--- src/hw/tmr_pkg.sv ---
// Constants, register map and field layout of the 16-bit timer/counter
package tmr_pkg;
   // Register indices; byte address is four times the index
   localparam logic [7:0] IDX_INTERRUPT_CONTROL = 8'h0B;
   localparam logic [7:0] IDX_PERIPHERAL_FLAGS = 8'h0C;
   localparam logic [7:0] IDX_COUNT_LOW_BYTE = 8'h0E;
   localparam logic [7:0] IDX_COUNT_HIGH_BYTE = 8'h0F;
   localparam logic [7:0] IDX_TIMER_CONTROL = 8'h10;
   localparam logic [7:0] IDX_PERIPHERAL_ENABLES = 8'h8C;
   // Reset values
   localparam logic [7:0] RST_INTERRUPT_CONTROL = 8'h00;
   localparam logic [7:0] RST_PERIPHERAL_FLAGS = 8'h00;
   localparam logic [7:0] RST_TIMER_CONTROL = 8'h00;
   localparam logic [7:0] RST_PERIPHERAL_ENABLES = 8'h00;
   // Timer control fields
   localparam int TIMER_ON_BIT = 0;
   localparam int CLOCK_SOURCE_SELECT_BIT = 1;
   localparam int SYNC_DISABLE_N_BIT = 2;
   localparam int LOW_FREQ_OSC_ENABLE_BIT = 3;
   localparam int PRESCALE_SELECT_LO_BIT = 4;
   localparam int PRESCALE_SELECT_HI_BIT = 5;
   localparam logic [7:0] TIMER_CONTROL_MASK = 8'h3F;
   // Flag, enable and interrupt control fields
   localparam int OVERFLOW_FLAG_BIT = 0;
   localparam int OVERFLOW_IRQ_ENABLE_BIT = 0;
   localparam int GLOBAL_IRQ_ENABLE_BIT = 7;
   localparam int PERIPH_IRQ_ENABLE_BIT = 6;
   // Compare mode code that requests the special event trigger
   localparam logic [3:0] SPECIAL_EVENT_MODE = 4'hB;
   // Clock and instruction cycle
   localparam int CLOCK_PERIOD_NS = 50;
   localparam int PHASES_PER_CYCLE = 4;
   localparam logic [1:0] SECOND_PHASE = 2'h1;
   localparam logic [1:0] FOURTH_PHASE = 2'h3;
   // Counter limits
   localparam logic [15:0] COUNT_MAX = 16'hFFFF;
   localparam logic [15:0] COUNT_ZERO = 16'h0000;
endpackage : tmr_pkg

--- src/hw/two_flop_sync.sv ---
// Two-stage level synchronizer for pins entering the core clock
`timescale 1ns/1ps
module two_flop_sync #(
   parameter int WIDTH = 1
) (
   input wire logic clock,
   input wire logic [WIDTH-1:0] async_in,
   output logic [WIDTH-1:0] sync_out
);
   logic [WIDTH-1:0] meta_r;

   // First stage feeds only the second stage
   always_ff @(posedge clock) begin
      meta_r <= async_in;
      sync_out <= meta_r;
   end
endmodule : two_flop_sync

--- src/hw/ripple_prescaler.sv ---
// Edge prescaler dividing the selected count source by 1, 2, 4 or 8
`timescale 1ns/1ps
module ripple_prescaler #(
   parameter int STAGES = 3
) (
   input wire logic clock,
   input wire logic clear,
   input wire logic src_level,
   input wire logic [1:0] select,
   output logic presc_out
);
   logic src_prev_r;
   logic [STAGES-1:0] stage_r;

   // Advance on each rising edge of the source; clear wins
   always_ff @(posedge clock) begin
      src_prev_r <= src_level;
      if (clear) begin
         stage_r <= '0;
      end else if (src_level && !src_prev_r) begin
         stage_r <= stage_r + 1'b1;
      end
   end

   // Each stage toggles at half the rate below: symmetric output
   always_comb begin
      case (select)
         2'h0: presc_out = src_level;
         2'h1: presc_out = stage_r[0];
         2'h2: presc_out = stage_r[1];
         2'h3: presc_out = stage_r[2];
         default: presc_out = src_level;
      endcase
   end
endmodule : ripple_prescaler

--- src/hw/timer_counter.sv ---
// 16-bit timer/counter with APB register access
//
// The APB slave port was decided locally.
`timescale 1ns/1ps
module sixteen_bit_timer_counter #(
   parameter int ADDR_W = 12
) (
   input wire logic clock,
   input wire logic rst,
   input wire logic dev_reset,
   input wire logic sleep,
   input wire logic psel,
   input wire logic penable,
   input wire logic pwrite,
   input wire logic [ADDR_W-1:0] paddr,
   input wire logic [31:0] pwdata,
   input wire logic [3:0] pstrb,
   output logic [31:0] prdata,
   output logic pready,
   output logic pslverr,
   input wire logic ext_count_input,
   input wire logic osc_in_pin,
   output logic osc_out_pin,
   input wire logic [3:0] compare_mode_select_one,
   input wire logic compare_match_one,
   input wire logic [3:0] compare_mode_select_two,
   input wire logic compare_match_two,
   output logic [15:0] timebase,
   output logic timebase_valid,
   output logic overflow_irq,
   output logic wake_request
);

   ////////////////////////////////////////////////////////////////////
   // Declarations

   logic [7:0] interrupt_control_r;
   logic [7:0] peripheral_flags_r;
   logic [7:0] peripheral_enables_r;
   logic [7:0] timer_control_r;
   logic [15:0] count_r;
   logic [15:0] count_nxt;
   logic [1:0] phase_r;
   logic [1:0] pins_s;
   logic presc_out;
   logic presc_clear;
   logic presc_prev_r;
   logic sample_r;
   logic sync_rise_r;
   logic osc_drive_r;
   logic pready_r;
   logic [31:0] prdata_r;
   logic pslverr_r;
   logic irq_r;
   logic wake_r;
   logic tb_valid_r;

   logic [7:0] reg_index;
   logic access_go;
   logic wr_fire;
   logic wr_lane0;
   logic [7:0] wr_byte;
   logic wr_count_lo;
   logic wr_count_hi;
   logic wr_count_any;
   logic mapped;
   logic [7:0] rd_byte;

   logic timer_on;
   logic ext_mode;
   logic async_mode;
   logic sync_mode;
   logic osc_en;
   logic [1:0] presc_sel;
   logic src_level;
   logic sample_phase;
   logic inc_timer;
   logic inc_sync;
   logic inc_async;
   logic inc;
   logic trigger_hit;
   logic overflow_set;

   ////////////////////////////////////////////////////////////////////
   // APB decode

   // One wait cycle in the access phase gives read data a full clock
   assign reg_index = paddr[9:2];
   assign access_go = psel && penable && !pready_r;
   assign wr_fire = psel && penable && pready_r && pwrite;
   assign wr_lane0 = wr_fire && pstrb[0] && mapped;
   assign wr_byte = pwdata[7:0];
   assign wr_count_lo =
      wr_lane0 && (reg_index == tmr_pkg::IDX_COUNT_LOW_BYTE);
   assign wr_count_hi =
      wr_lane0 && (reg_index == tmr_pkg::IDX_COUNT_HIGH_BYTE);
   assign wr_count_any = wr_count_lo || wr_count_hi;

   // Read mux; unmapped addresses read zero and flag an error
   always_comb begin
      mapped = 1'b1;
      rd_byte = 8'h00;
      case (reg_index)
         tmr_pkg::IDX_INTERRUPT_CONTROL: rd_byte = interrupt_control_r;
         tmr_pkg::IDX_PERIPHERAL_FLAGS: rd_byte = peripheral_flags_r;
         tmr_pkg::IDX_COUNT_LOW_BYTE: rd_byte = count_r[7:0];
         tmr_pkg::IDX_COUNT_HIGH_BYTE: rd_byte = count_r[15:8];
         tmr_pkg::IDX_TIMER_CONTROL: rd_byte = timer_control_r;
         tmr_pkg::IDX_PERIPHERAL_ENABLES: rd_byte = peripheral_enables_r;
         default: mapped = 1'b0;
      endcase
      if (paddr[1:0] != 2'h0 || paddr[ADDR_W-1:10] != '0) begin
         mapped = 1'b0;
         rd_byte = 8'h00;
      end
   end

   // Ready, read data and error are registered
   always_ff @(posedge clock) begin
      if (rst) begin
         pready_r <= 1'b0;
         prdata_r <= 32'h0000_0000;
         pslverr_r <= 1'b0;
      end else begin
         pready_r <= access_go;
         if (access_go) begin
            prdata_r <= pwrite ? 32'h0000_0000 : {24'h000000, rd_byte};
            pslverr_r <= !mapped;
         end else begin
            pslverr_r <= 1'b0;
         end
      end
   end

   ////////////////////////////////////////////////////////////////////
   // Control registers

   // Control clears on power-on/brown-out only; device reset keeps it
   always_ff @(posedge clock) begin
      if (rst) begin
         timer_control_r <= tmr_pkg::RST_TIMER_CONTROL;
      end else if (wr_lane0 &&
                   reg_index == tmr_pkg::IDX_TIMER_CONTROL) begin
         timer_control_r <= wr_byte & tmr_pkg::TIMER_CONTROL_MASK;
      end
   end

   // Interrupt control and enables are plain storage
   always_ff @(posedge clock) begin
      if (rst) begin
         interrupt_control_r <= tmr_pkg::RST_INTERRUPT_CONTROL;
         peripheral_enables_r <= tmr_pkg::RST_PERIPHERAL_ENABLES;
      end else begin
         if (wr_lane0 && reg_index == tmr_pkg::IDX_INTERRUPT_CONTROL) begin
            interrupt_control_r <= wr_byte;
         end
         if (wr_lane0 && reg_index == tmr_pkg::IDX_PERIPHERAL_ENABLES) begin
            peripheral_enables_r <= wr_byte;
         end
      end
   end

   // Field aliases
   assign timer_on = timer_control_r[tmr_pkg::TIMER_ON_BIT];
   assign ext_mode = timer_control_r[tmr_pkg::CLOCK_SOURCE_SELECT_BIT];
   assign osc_en = timer_control_r[tmr_pkg::LOW_FREQ_OSC_ENABLE_BIT];
   assign presc_sel = {timer_control_r[tmr_pkg::PRESCALE_SELECT_HI_BIT],
                       timer_control_r[tmr_pkg::PRESCALE_SELECT_LO_BIT]};
   // Sync disable means nothing in timer mode
   assign async_mode =
      ext_mode && timer_control_r[tmr_pkg::SYNC_DISABLE_N_BIT];
   assign sync_mode =
      ext_mode && !timer_control_r[tmr_pkg::SYNC_DISABLE_N_BIT];

   ////////////////////////////////////////////////////////////////////
   // Instruction phase clocks

   // Four core clocks per instruction cycle; frozen while asleep
   always_ff @(posedge clock) begin
      if (rst || dev_reset) begin
         phase_r <= 2'h0;
      end else if (!sleep) begin
         phase_r <= phase_r + 2'h1;
      end
   end

   assign sample_phase = (phase_r == tmr_pkg::SECOND_PHASE) ||
                         (phase_r == tmr_pkg::FOURTH_PHASE);

   ////////////////////////////////////////////////////////////////////
   // Count source and oscillator

   // Both pins cross into the core clock before any logic sees them
   two_flop_sync #(
      .WIDTH(2)
   ) u_pin_sync (
      .clock(clock),
      .async_in({osc_in_pin, ext_count_input}),
      .sync_out(pins_s)
   );

   // Oscillator input replaces the count pin when enabled
   assign src_level = osc_en ? pins_s[1] : pins_s[0];

   // Inverting amplifier stand-in; keeps running while asleep
   always_ff @(posedge clock) begin
      if (rst) begin
         osc_drive_r <= 1'b0;
      end else begin
         osc_drive_r <= osc_en && !pins_s[1];
      end
   end

   // Prescaler restarts on count writes and on any reset
   assign presc_clear = rst || dev_reset || wr_count_any;

   // Prescaler keeps counting in sleep in every mode
   ripple_prescaler #(
      .STAGES(3)
   ) u_prescaler (
      .clock(clock),
      .clear(presc_clear),
      .src_level(src_level),
      .select(presc_sel),
      .presc_out(presc_out)
   );

   ////////////////////////////////////////////////////////////////////
   // Increment sources

   // Timer mode: once per instruction cycle, none while asleep
   assign inc_timer = !ext_mode && !sleep &&
                      (phase_r == tmr_pkg::FOURTH_PHASE);

   // Synced mode samples at the second and fourth phase only
   always_ff @(posedge clock) begin
      if (rst) begin
         sample_r <= 1'b0;
         sync_rise_r <= 1'b0;
      end else begin
         sync_rise_r <= 1'b0;
         if (sample_phase && !sleep) begin
            sample_r <= presc_out;
            sync_rise_r <= presc_out && !sample_r;
         end
      end
   end

   // Count lands one clock after the sampled edge
   assign inc_sync = sync_mode && sync_rise_r;

   // Unsynchronized mode: edge straight from the prescaler
   always_ff @(posedge clock) begin
      if (rst) begin
         presc_prev_r <= 1'b0;
      end else begin
         presc_prev_r <= presc_out;
      end
   end

   // Runs regardless of sleep
   assign inc_async = async_mode && presc_out && !presc_prev_r;

   // Nothing advances while the timer is off
   assign inc = timer_on && (inc_timer || inc_sync || inc_async);

   ////////////////////////////////////////////////////////////////////
   // Counter

   // Special event trigger only outside unsynchronized mode
   assign trigger_hit = !async_mode &&
      ((compare_match_one &&
        compare_mode_select_one == tmr_pkg::SPECIAL_EVENT_MODE) ||
       (compare_match_two &&
        compare_mode_select_two == tmr_pkg::SPECIAL_EVENT_MODE));

   // Write beats trigger, trigger beats increment
   always_comb begin
      count_nxt = count_r;
      if (wr_count_any) begin
         if (wr_count_lo) begin
            count_nxt[7:0] = wr_byte;
         end
         if (wr_count_hi) begin
            count_nxt[15:8] = wr_byte;
         end
      end else if (trigger_hit) begin
         count_nxt = tmr_pkg::COUNT_ZERO;
      end else if (inc) begin
         count_nxt = count_r + 16'h0001;
      end
   end

   // Wrap is only a true increment past the top
   assign overflow_set = inc && !wr_count_any && !trigger_hit &&
                         (count_r == tmr_pkg::COUNT_MAX);

   // Count bytes carry no reset at all
   always_ff @(posedge clock) begin
      count_r <= count_nxt;
   end

   ////////////////////////////////////////////////////////////////////
   // Flags and interrupt outputs

   // Hardware set wins over a same-cycle software clear
   always_ff @(posedge clock) begin
      if (rst) begin
         peripheral_flags_r <= tmr_pkg::RST_PERIPHERAL_FLAGS;
      end else begin
         if (wr_lane0 && reg_index == tmr_pkg::IDX_PERIPHERAL_FLAGS) begin
            peripheral_flags_r <= wr_byte;
         end
         if (overflow_set) begin
            peripheral_flags_r[tmr_pkg::OVERFLOW_FLAG_BIT] <= 1'b1;
         end
      end
   end

   // Interrupt needs the enable and both global gates
   always_ff @(posedge clock) begin
      if (rst) begin
         irq_r <= 1'b0;
         wake_r <= 1'b0;
      end else begin
         irq_r <= peripheral_flags_r[tmr_pkg::OVERFLOW_FLAG_BIT] &&
            peripheral_enables_r[tmr_pkg::OVERFLOW_IRQ_ENABLE_BIT] &&
            interrupt_control_r[tmr_pkg::GLOBAL_IRQ_ENABLE_BIT] &&
            interrupt_control_r[tmr_pkg::PERIPH_IRQ_ENABLE_BIT];
         // Wake ignores global gates so sleep can end
         wake_r <= sleep &&
            peripheral_flags_r[tmr_pkg::OVERFLOW_FLAG_BIT] &&
            peripheral_enables_r[tmr_pkg::OVERFLOW_IRQ_ENABLE_BIT];
      end
   end

   // Capture/compare must not lean on an unsynchronized count
   always_ff @(posedge clock) begin
      if (rst) begin
         tb_valid_r <= 1'b0;
      end else begin
         tb_valid_r <= !async_mode;
      end
   end

   ////////////////////////////////////////////////////////////////////
   // Outputs

   assign prdata = prdata_r;
   assign pready = pready_r;
   assign pslverr = pslverr_r;
   assign osc_out_pin = osc_drive_r;
   assign timebase = count_r;
   assign timebase_valid = tb_valid_r;
   assign overflow_irq = irq_r;
   assign wake_request = wake_r;

endmodule : sixteen_bit_timer_counter

--- config.mk ---
export PLATFORM = sky130hd
export DESIGN_NAME = sixteen_bit_timer_counter
export DESIGN_NICKNAME = d
export VERILOG_FILES = /design/src/hw/tmr_pkg.sv /design/src/hw/two_flop_sync.sv /design/src/hw/ripple_prescaler.sv /design/src/hw/timer_counter.sv
export SDC_FILE = /design/constraint.sdc
export NUM_CORES = 1
export LEC_CHECK = 0
export ABC_CLOCK_PERIOD_IN_PS = 5400
export BUFFER_PORTS_ARGS = -buffer_cell sky130_fd_sc_hd__buf_4
export CORE_UTILIZATION = 36
export DETAILED_ROUTE_END_ITERATION = 10
export PLACE_DENSITY = 0.66
export SYNTH_ARGS = -nofsm -noshare
export SYNTH_HDL_FRONTEND = slang
export SYNTH_SLANG_ARGS = --single-unit
export TNS_END_PERCENT = 20
--- constraint.sdc ---
create_clock -name clock -period 5.4 [get_ports clock]
set_clock_uncertainty 0.05 [all_clocks]
set_input_delay 0.81 -clock clock [delete_from_list [all_inputs] [get_ports clock]]
set_output_delay 0.81 -clock clock [all_outputs]
set_load 0.01 [all_outputs]
Word level (Yosys, flattened, before mapping)
Index checks and enable logic that the tools add are counted.
{"block": "op_classes", "add_sub_neg": 3, "n_eq_ne": 16, "n_mux": 14, "n_bitwise": 2, "reduce_logical": 65}
{"operator": "two-way mux 16 bit", "count": 3}
{"operator": "one-hot mux 8 bit (6 select lines)", "count": 1}
{"operator": "logical AND 1 bit", "count": 35}
{"operator": "equality test 8 x 4 -> 1 bit (second input constant)", "count": 4}
{"operator": "two-way mux 8 bit", "count": 4}
{"operator": "adder 16 x 1 -> 16 bit (second input constant)", "count": 1}
{"operator": "equality test 16 bit (second input constant)", "count": 1}
{"operator": "zero test 1 bit", "count": 12}
{"operator": "equality test 4 bit (second input constant)", "count": 2}
{"operator": "equality test 8 x 5 -> 1 bit (second input constant)", "count": 1}
{"operator": "equality test 8 bit (second input constant)", "count": 1}
{"operator": "logical OR 1 bit", "count": 8}
{"operator": "equality test 2 bit (second input constant)", "count": 3}
{"operator": "nonzero test 2 bit", "count": 3}
{"operator": "OR reduction 6 bit", "count": 1}
{"operator": "two-way mux 1 bit", "count": 5}
{"operator": "equality test 2 x 1 -> 1 bit (second input constant)", "count": 2}
{"operator": "!= test 2 bit (second input constant)", "count": 2}
{"operator": "one-hot mux 1 bit (4 select lines)", "count": 1}
{"operator": "AND reduction 2 bit", "count": 2}
{"operator": "OR reduction 2 bit", "count": 2}
{"operator": "adder 3 x 1 -> 3 bit (second input constant)", "count": 1}
{"operator": "nonzero test 3 bit", "count": 1}
{"operator": "adder 2 x 1 -> 2 bit (second input constant)", "count": 1}
{"operator": "other kinds (2)", "count": 3}
{"block": "word_totals", "register_bits": 97, "in_bits": 67, "output_inout_bits": 54, "word_cells": 122}

Logic depth before layout (Yosys ltp)
{"block": "depth", "depth_word": 12, "ltp_mapped": 7, "depth_no_buf": 6}

Modules after synthesis
A second synthesis with hierarchy kept.
{"block": "unflattened", "hier_cells": 370, "hier_area_um2": 3597.2}
{"module": "sixteen_bit_timer_counter", "n_inst": 1, "cells_per_inst": 352, "area_per_inst_um2": 3348.2, "seq_area_each_um2": 1461.4}
{"module": "ripple_prescaler", "n_inst": 1, "cells_per_inst": 14, "area_per_inst_um2": 168.9, "seq_area_each_um2": 80.1}
{"module": "two_flop_sync", "n_inst": 1, "cells_per_inst": 4, "area_per_inst_um2": 80.1, "seq_area_each_um2": 80.1}

Least setup slack after synthesis
No wires, ideal clock.
{"block": "synth_timing", "path_type": "in2reg", "start": "in paddr[1]", "end": "reg count_r[0] (netlist: timebase[0]) (enable)", "setup_time_ns": 0.375, "arrival_time_ns": 2.284, "required_ns": 4.975, "path_slack_ns": 2.690, "path_stages": 5, "path_buffers": 0, "cell_sequence": "nor4_4 > nand4bb_2 > o2bb2ai_1 > nor2_1 > a21oi_1"}
{"block": "synth_via", "elab_chain_cells": 8, "word_cells_on_any_way": 10, "classes_between": "1 x eq/ne; 1 x mux; 8 x reduce/logical"}
{"element": "start: declaration", "line_no": "timer_counter.sv:15", "text": "input wire logic [ADDR_W-1:0] paddr,"}
{"element": "nonzero test 2 bit (*)", "line_no": "timer_counter.sv:112", "text": "if (paddr[1:0] != 2'h0 || paddr[ADDR_W-1:10] != '0) begin"}
{"element": "logical OR 1 bit (*)", "line_no": "timer_counter.sv:112"}
{"element": "two-way mux 1 bit (*)", "line_no": "timer_counter.sv:112"}
{"element": "logical AND 1 bit (*)", "line_no": "timer_counter.sv:91", "text": "assign wr_lane0 = wr_fire && pstrb[0] && mapped;"}
{"element": "logical AND 1 bit (on tied branches)", "line_no": "timer_counter.sv:94, timer_counter.sv:96"}
{"element": "logical OR 1 bit", "line_no": "timer_counter.sv:97", "text": "assign wr_count_any = wr_count_lo || wr_count_hi;"}
{"element": "!= test 2 bit (no source line) / nonzero test 3 bit (equally long branches)"}
{"element": "AND reduction 2 bit (no source line) (*)"}
{"element": "end signal: assignment", "line_no": "timer_counter.sv:300", "text": "count_r <= count_nxt;"}
{"element": "end: declaration", "line_no": "timer_counter.sv:41", "text": "logic [15:0] count_r;"}
Every way passes the cells marked *; elsewhere a longest branch is shown, timed or not.
A chain may end at the register's enable or synchronous reset.

Worst setup path after layout
{"block": "layout_timing", "start": "in paddr[1]", "end": "reg count_r[3] (netlist: timebase[3]) (enable)"}
Same word-level chain as after synthesis.

==> flow_metrics.tcl <==
set metrics [dict create \
    start_util_pct 37.0 \
    drtIter0Drc 182 \
    finalSetupViolCount 0 \
    path_clk_slew_ps 80 \
    post_cts_resized 0 \
    drc 0 \
    place.gp.congestion 0.826 \
    synth.top_cells.by_area "sky130_fd_sc_hd__dfxtp_1 32%, sky130_fd_sc_hd__edfxtp_1 13%, sky130_fd_sc_hd__mux2i_1 11%" \
    wirelength_um 8690 \
    synth_area_um2 3620 \
    critical_path.cell_chain "buf_4, nor4_4, nand4bb_2, o2bb2ai_1, buf_4, nor2_1, a21oi_1" \
    hold_viol_final 0 \
    slew_viol_final 0 \
    holdPathEnd "u_pin_sync.sync_out[1]" \
    critical-path-slowest-cell "sky130_fd_sc_hd__a21oi_1" \
    final_period_minus_worst_setup_slack_ps 2910 \
    grt_first_pass_wirelength_um 13900 \
    internal-power_mw 0.833 \
    areaGrowthSynthToFinish_pct 20.8 \
    dp.cells 560 \
    synth_seq_area_share_pct 44.8 \
    fin_cells 576 \
    cp.arrival_ps 2840 \
    timing.rr.end "timebase[3]" \
    postRouteAntennaNets 0 \
    seq_power_share_pct 51.2 \
    total_leakage_power_nw 1.61 \
    synth_enable_flop_cells 16 \
    worst-slew-pin-transition_ps 1020 \
    p_clk_share_pct 41.1 \
    cp_data_required_time_ps 5330 \
    avgSynthCellArea_um2 9.77 \
    clock_latency_ps 360 \
    finalPower_mw 1.11 \
    crit_path_end_kind "flip-flop" \
    start_kind "input pin" \
    grt_max_degree 46 \
    port-buffer-count 69 \
    floorplan.rows 36 \
    pwr_density_cell_nw_per_um2 255 \
    tritoncts "done" \
    globalRoute.totalOverflow 0 \
    start_point_of_the_critical_path "paddr[1]" \
    design.core.area_um2 9770 \
    post_synth_inst_count 370 \
    slew_headroom_pct 32.0 \
    worst_r2r_path_depth 6 \
    cts.htree.levels 3 \
    unrepaired_setup_endpoints_after_global_routing "false" \
    final_min_period_over_clock_period_pct 53.8 \
    worstHoldPathCells 0 \
    maxCapViolCount 0 \
    ir_drop_worst_case_vdd_v 0.000155 \
    crit_path_max_incr_delay_ps 730 \
    combinational_fraction_of_design_power_pct 7.7 \
    grt_usage_pct 17.6 \
    dpl.hpwl_um 6430 \
    tns_ps 0 \
    grt_pass1_vias 2744 \
    wl_per_cell_um 15.1 \
    die_area_um2 10400 \
    worst-setup-path-type "in2reg" \
    synth_cell_type_count 47 \
    die_h_um 102 \
    postSynthRegisterBits 73 \
    antenna_found_initial 0 \
    switching_pwr_mw 0.280 \
    finalHoldWorstSlack_ps 283 \
    design.final.nets 509 \
    critical_path_peak_fanout 18 \
    cts.repair_timing.setup_buffer_count 0 \
    ioPinCount 121 \
    hp-class "reg2reg" \
    synthDominantAreaCellType "sky130_fd_sc_hd__dfxtp_1" \
    outcome "complete, no violations" \
    cts_hold_buf 0 \
    die_x_um 102 \
    numClockSinks 73 \
    detailedRoute.firstPassIterationCount 4 \
    reg2reg_from "pready" \
    proportion_of_layout_cells_with_a_drive_suffix_above_1_pct 22.3 \
    viasPerCell 5.00 \
    total_number_of_vias 2882 \
    synth_async_sr_flop_share_pct 0 \
    synth_top_area_share_pct 31.6 \
    clock_tree.root_cell "sky130_fd_sc_hd__clkbuf_8" \
    max_freq_ghz 0.344 \
    setup.reg_to_reg.worst_slack_ps 2790 \
    power.switching_fraction_pct 25.1 \
    hp-start "u_pin_sync.meta_r[1]" \
    number_of_warnings_issued_by_yosys 0 \
    critical-path-top-cell-by-count "sky130_fd_sc_hd__buf_4" \
    cts_buffers 9 \
    ant_diodes 0 \
    cts-root-to-sink-buffers 2 \
    most_instantiated_flip_flop_cell_in_the_synthesis_netlist "sky130_fd_sc_hd__dfxtp_1" \
]
metrics by stage:
| stage | instance area (µm²) | worst slack (ps) | utilization (%) |
|---|---|---|---|
| 2_1_floorplan | 3700 | 2690 | - |
| 4_1_cts | 4370 | 2480 | 44.7 |
| 6_report | 4370 | 2490 | 44.7 |
| 3_5_place_dp | 4160 | 2100 | 42.5 |
| 5_1_grt | 4370 | 2240 | 44.7 |
| 3_3_place_gp | 4160 | 2150 | 42.5 |
worst max path at each step:
stage / to / slack [ps] / cells after the start
detailed placement: timebase[1] / 2100 / 5
global route: timebase[3] / 2240 / 5
global placement: timebase[9] / 2150 / 5
floorplan: timebase[0] / 2690 / 5
CTS: timebase[3] / 2480 / 5
finish: timebase[3] / 2490 / 7
flip-flops by register name, indices dropped and copies added, names as in the netlist, 2 cells and up:
register	count
u_pin_sync.sync_out	2
u_pin_sync.meta_r	2
peripheral_enables_r	8
timer_control_r	6
timebase	16
u_prescaler.stage_r	3
prdata	8
peripheral_flags_r	8
interrupt_control_r	8
phase_r	2
critical path: cells and delay by family:
| family | cells | cell delay, ps |
|---|---|---|
| buffers and inverters | 2 | 350 |
| AOI/OAI and AO/OA | 2 | 950 |
| and+or+nand+nor | 3 | 720 |
metal layers:
layer	part of all wire, %	GRT usage [%]	vias to the layer above	routed length, µm
li1	-	-	1413	-
met1	44	22.6	1372	3840
met2	49	28.8	80	4230
met3	5.1	3.49	17	442
met4	2.1	8.13	0	184
met5	0	0	-	0
cell type report:
cell class | instances | area, µm²
inverters | 6 | 22.5
clock inverters | 6 | 73.8
flip-flops and latches | 73 | 1620
fillers | 942 | 5410
multi-input cells | 277 | 1810
well taps | 133 | 166
repair buffers | 71 | 533
clock buffers | 10 | 138
synthesized netlist by cell type, types with 8 or more instances:
master	number
sky130_fd_sc_hd__dfxtp_1	57
sky130_fd_sc_hd__xnor2_1	9
sky130_fd_sc_hd__buf_4	27
sky130_fd_sc_hd__edfxtp_1	16
sky130_fd_sc_hd__xor2_1	8
sky130_fd_sc_hd__mux2i_1	40
sky130_fd_sc_hd__nand3_1	11
sky130_fd_sc_hd__nand2_1	32
sky130_fd_sc_hd__o21ai_0	23
sky130_fd_sc_hd__nor2_1	49
sky130_fd_sc_hd__nor3_1	8
power groups by stage:
stage	Clock (mW)	Combinational [mW]	Sequential (mW)
2_1_floorplan	0	0.0555	0.582
3_3_place_gp	0	0.0846	0.582
3_5_place_dp	0	0.0863	0.582
4_1_cts	0.468	0.0866	0.569
5_1_grt	0.490	0.0959	0.570
6_report	0.457	0.0860	0.569
cells by family after synthesis:
group / Yosys count / synth area share (%)
fa+ha+maj: 4 / 1.38
compound gates: 56 / 10.2
simple gates: 134 / 19.9
other cells: 1 / 0.104
mux: 42 / 12.0
flops: 73 / 44.8
buf+inv: 43 / 7.44
xor+xnor: 17 / 4.12
cells in the final DEF (no fill, tap or decap), drive strengths merged, types with 2 or more instances in the layout:
cell type	n
a22o	3
nor3	10
xor2	8
inv	9
a31oi	2
o221ai	5
nand3	11
clkinv	2
ha	4
conb	24
nand2	32
a21oi	4
mux2i	40
nor2b	4
edfxtp	16
a221oi	6
a22oi	6
buf	71
nor2	49
dfxtp	57
nand4b	2
o21ai	23
nor4	8
nand2b	2
clkbuf	10
xnor2	9
and3	3
nand3b	4
nor3b	4
Power figures use the tool's default switching activity.
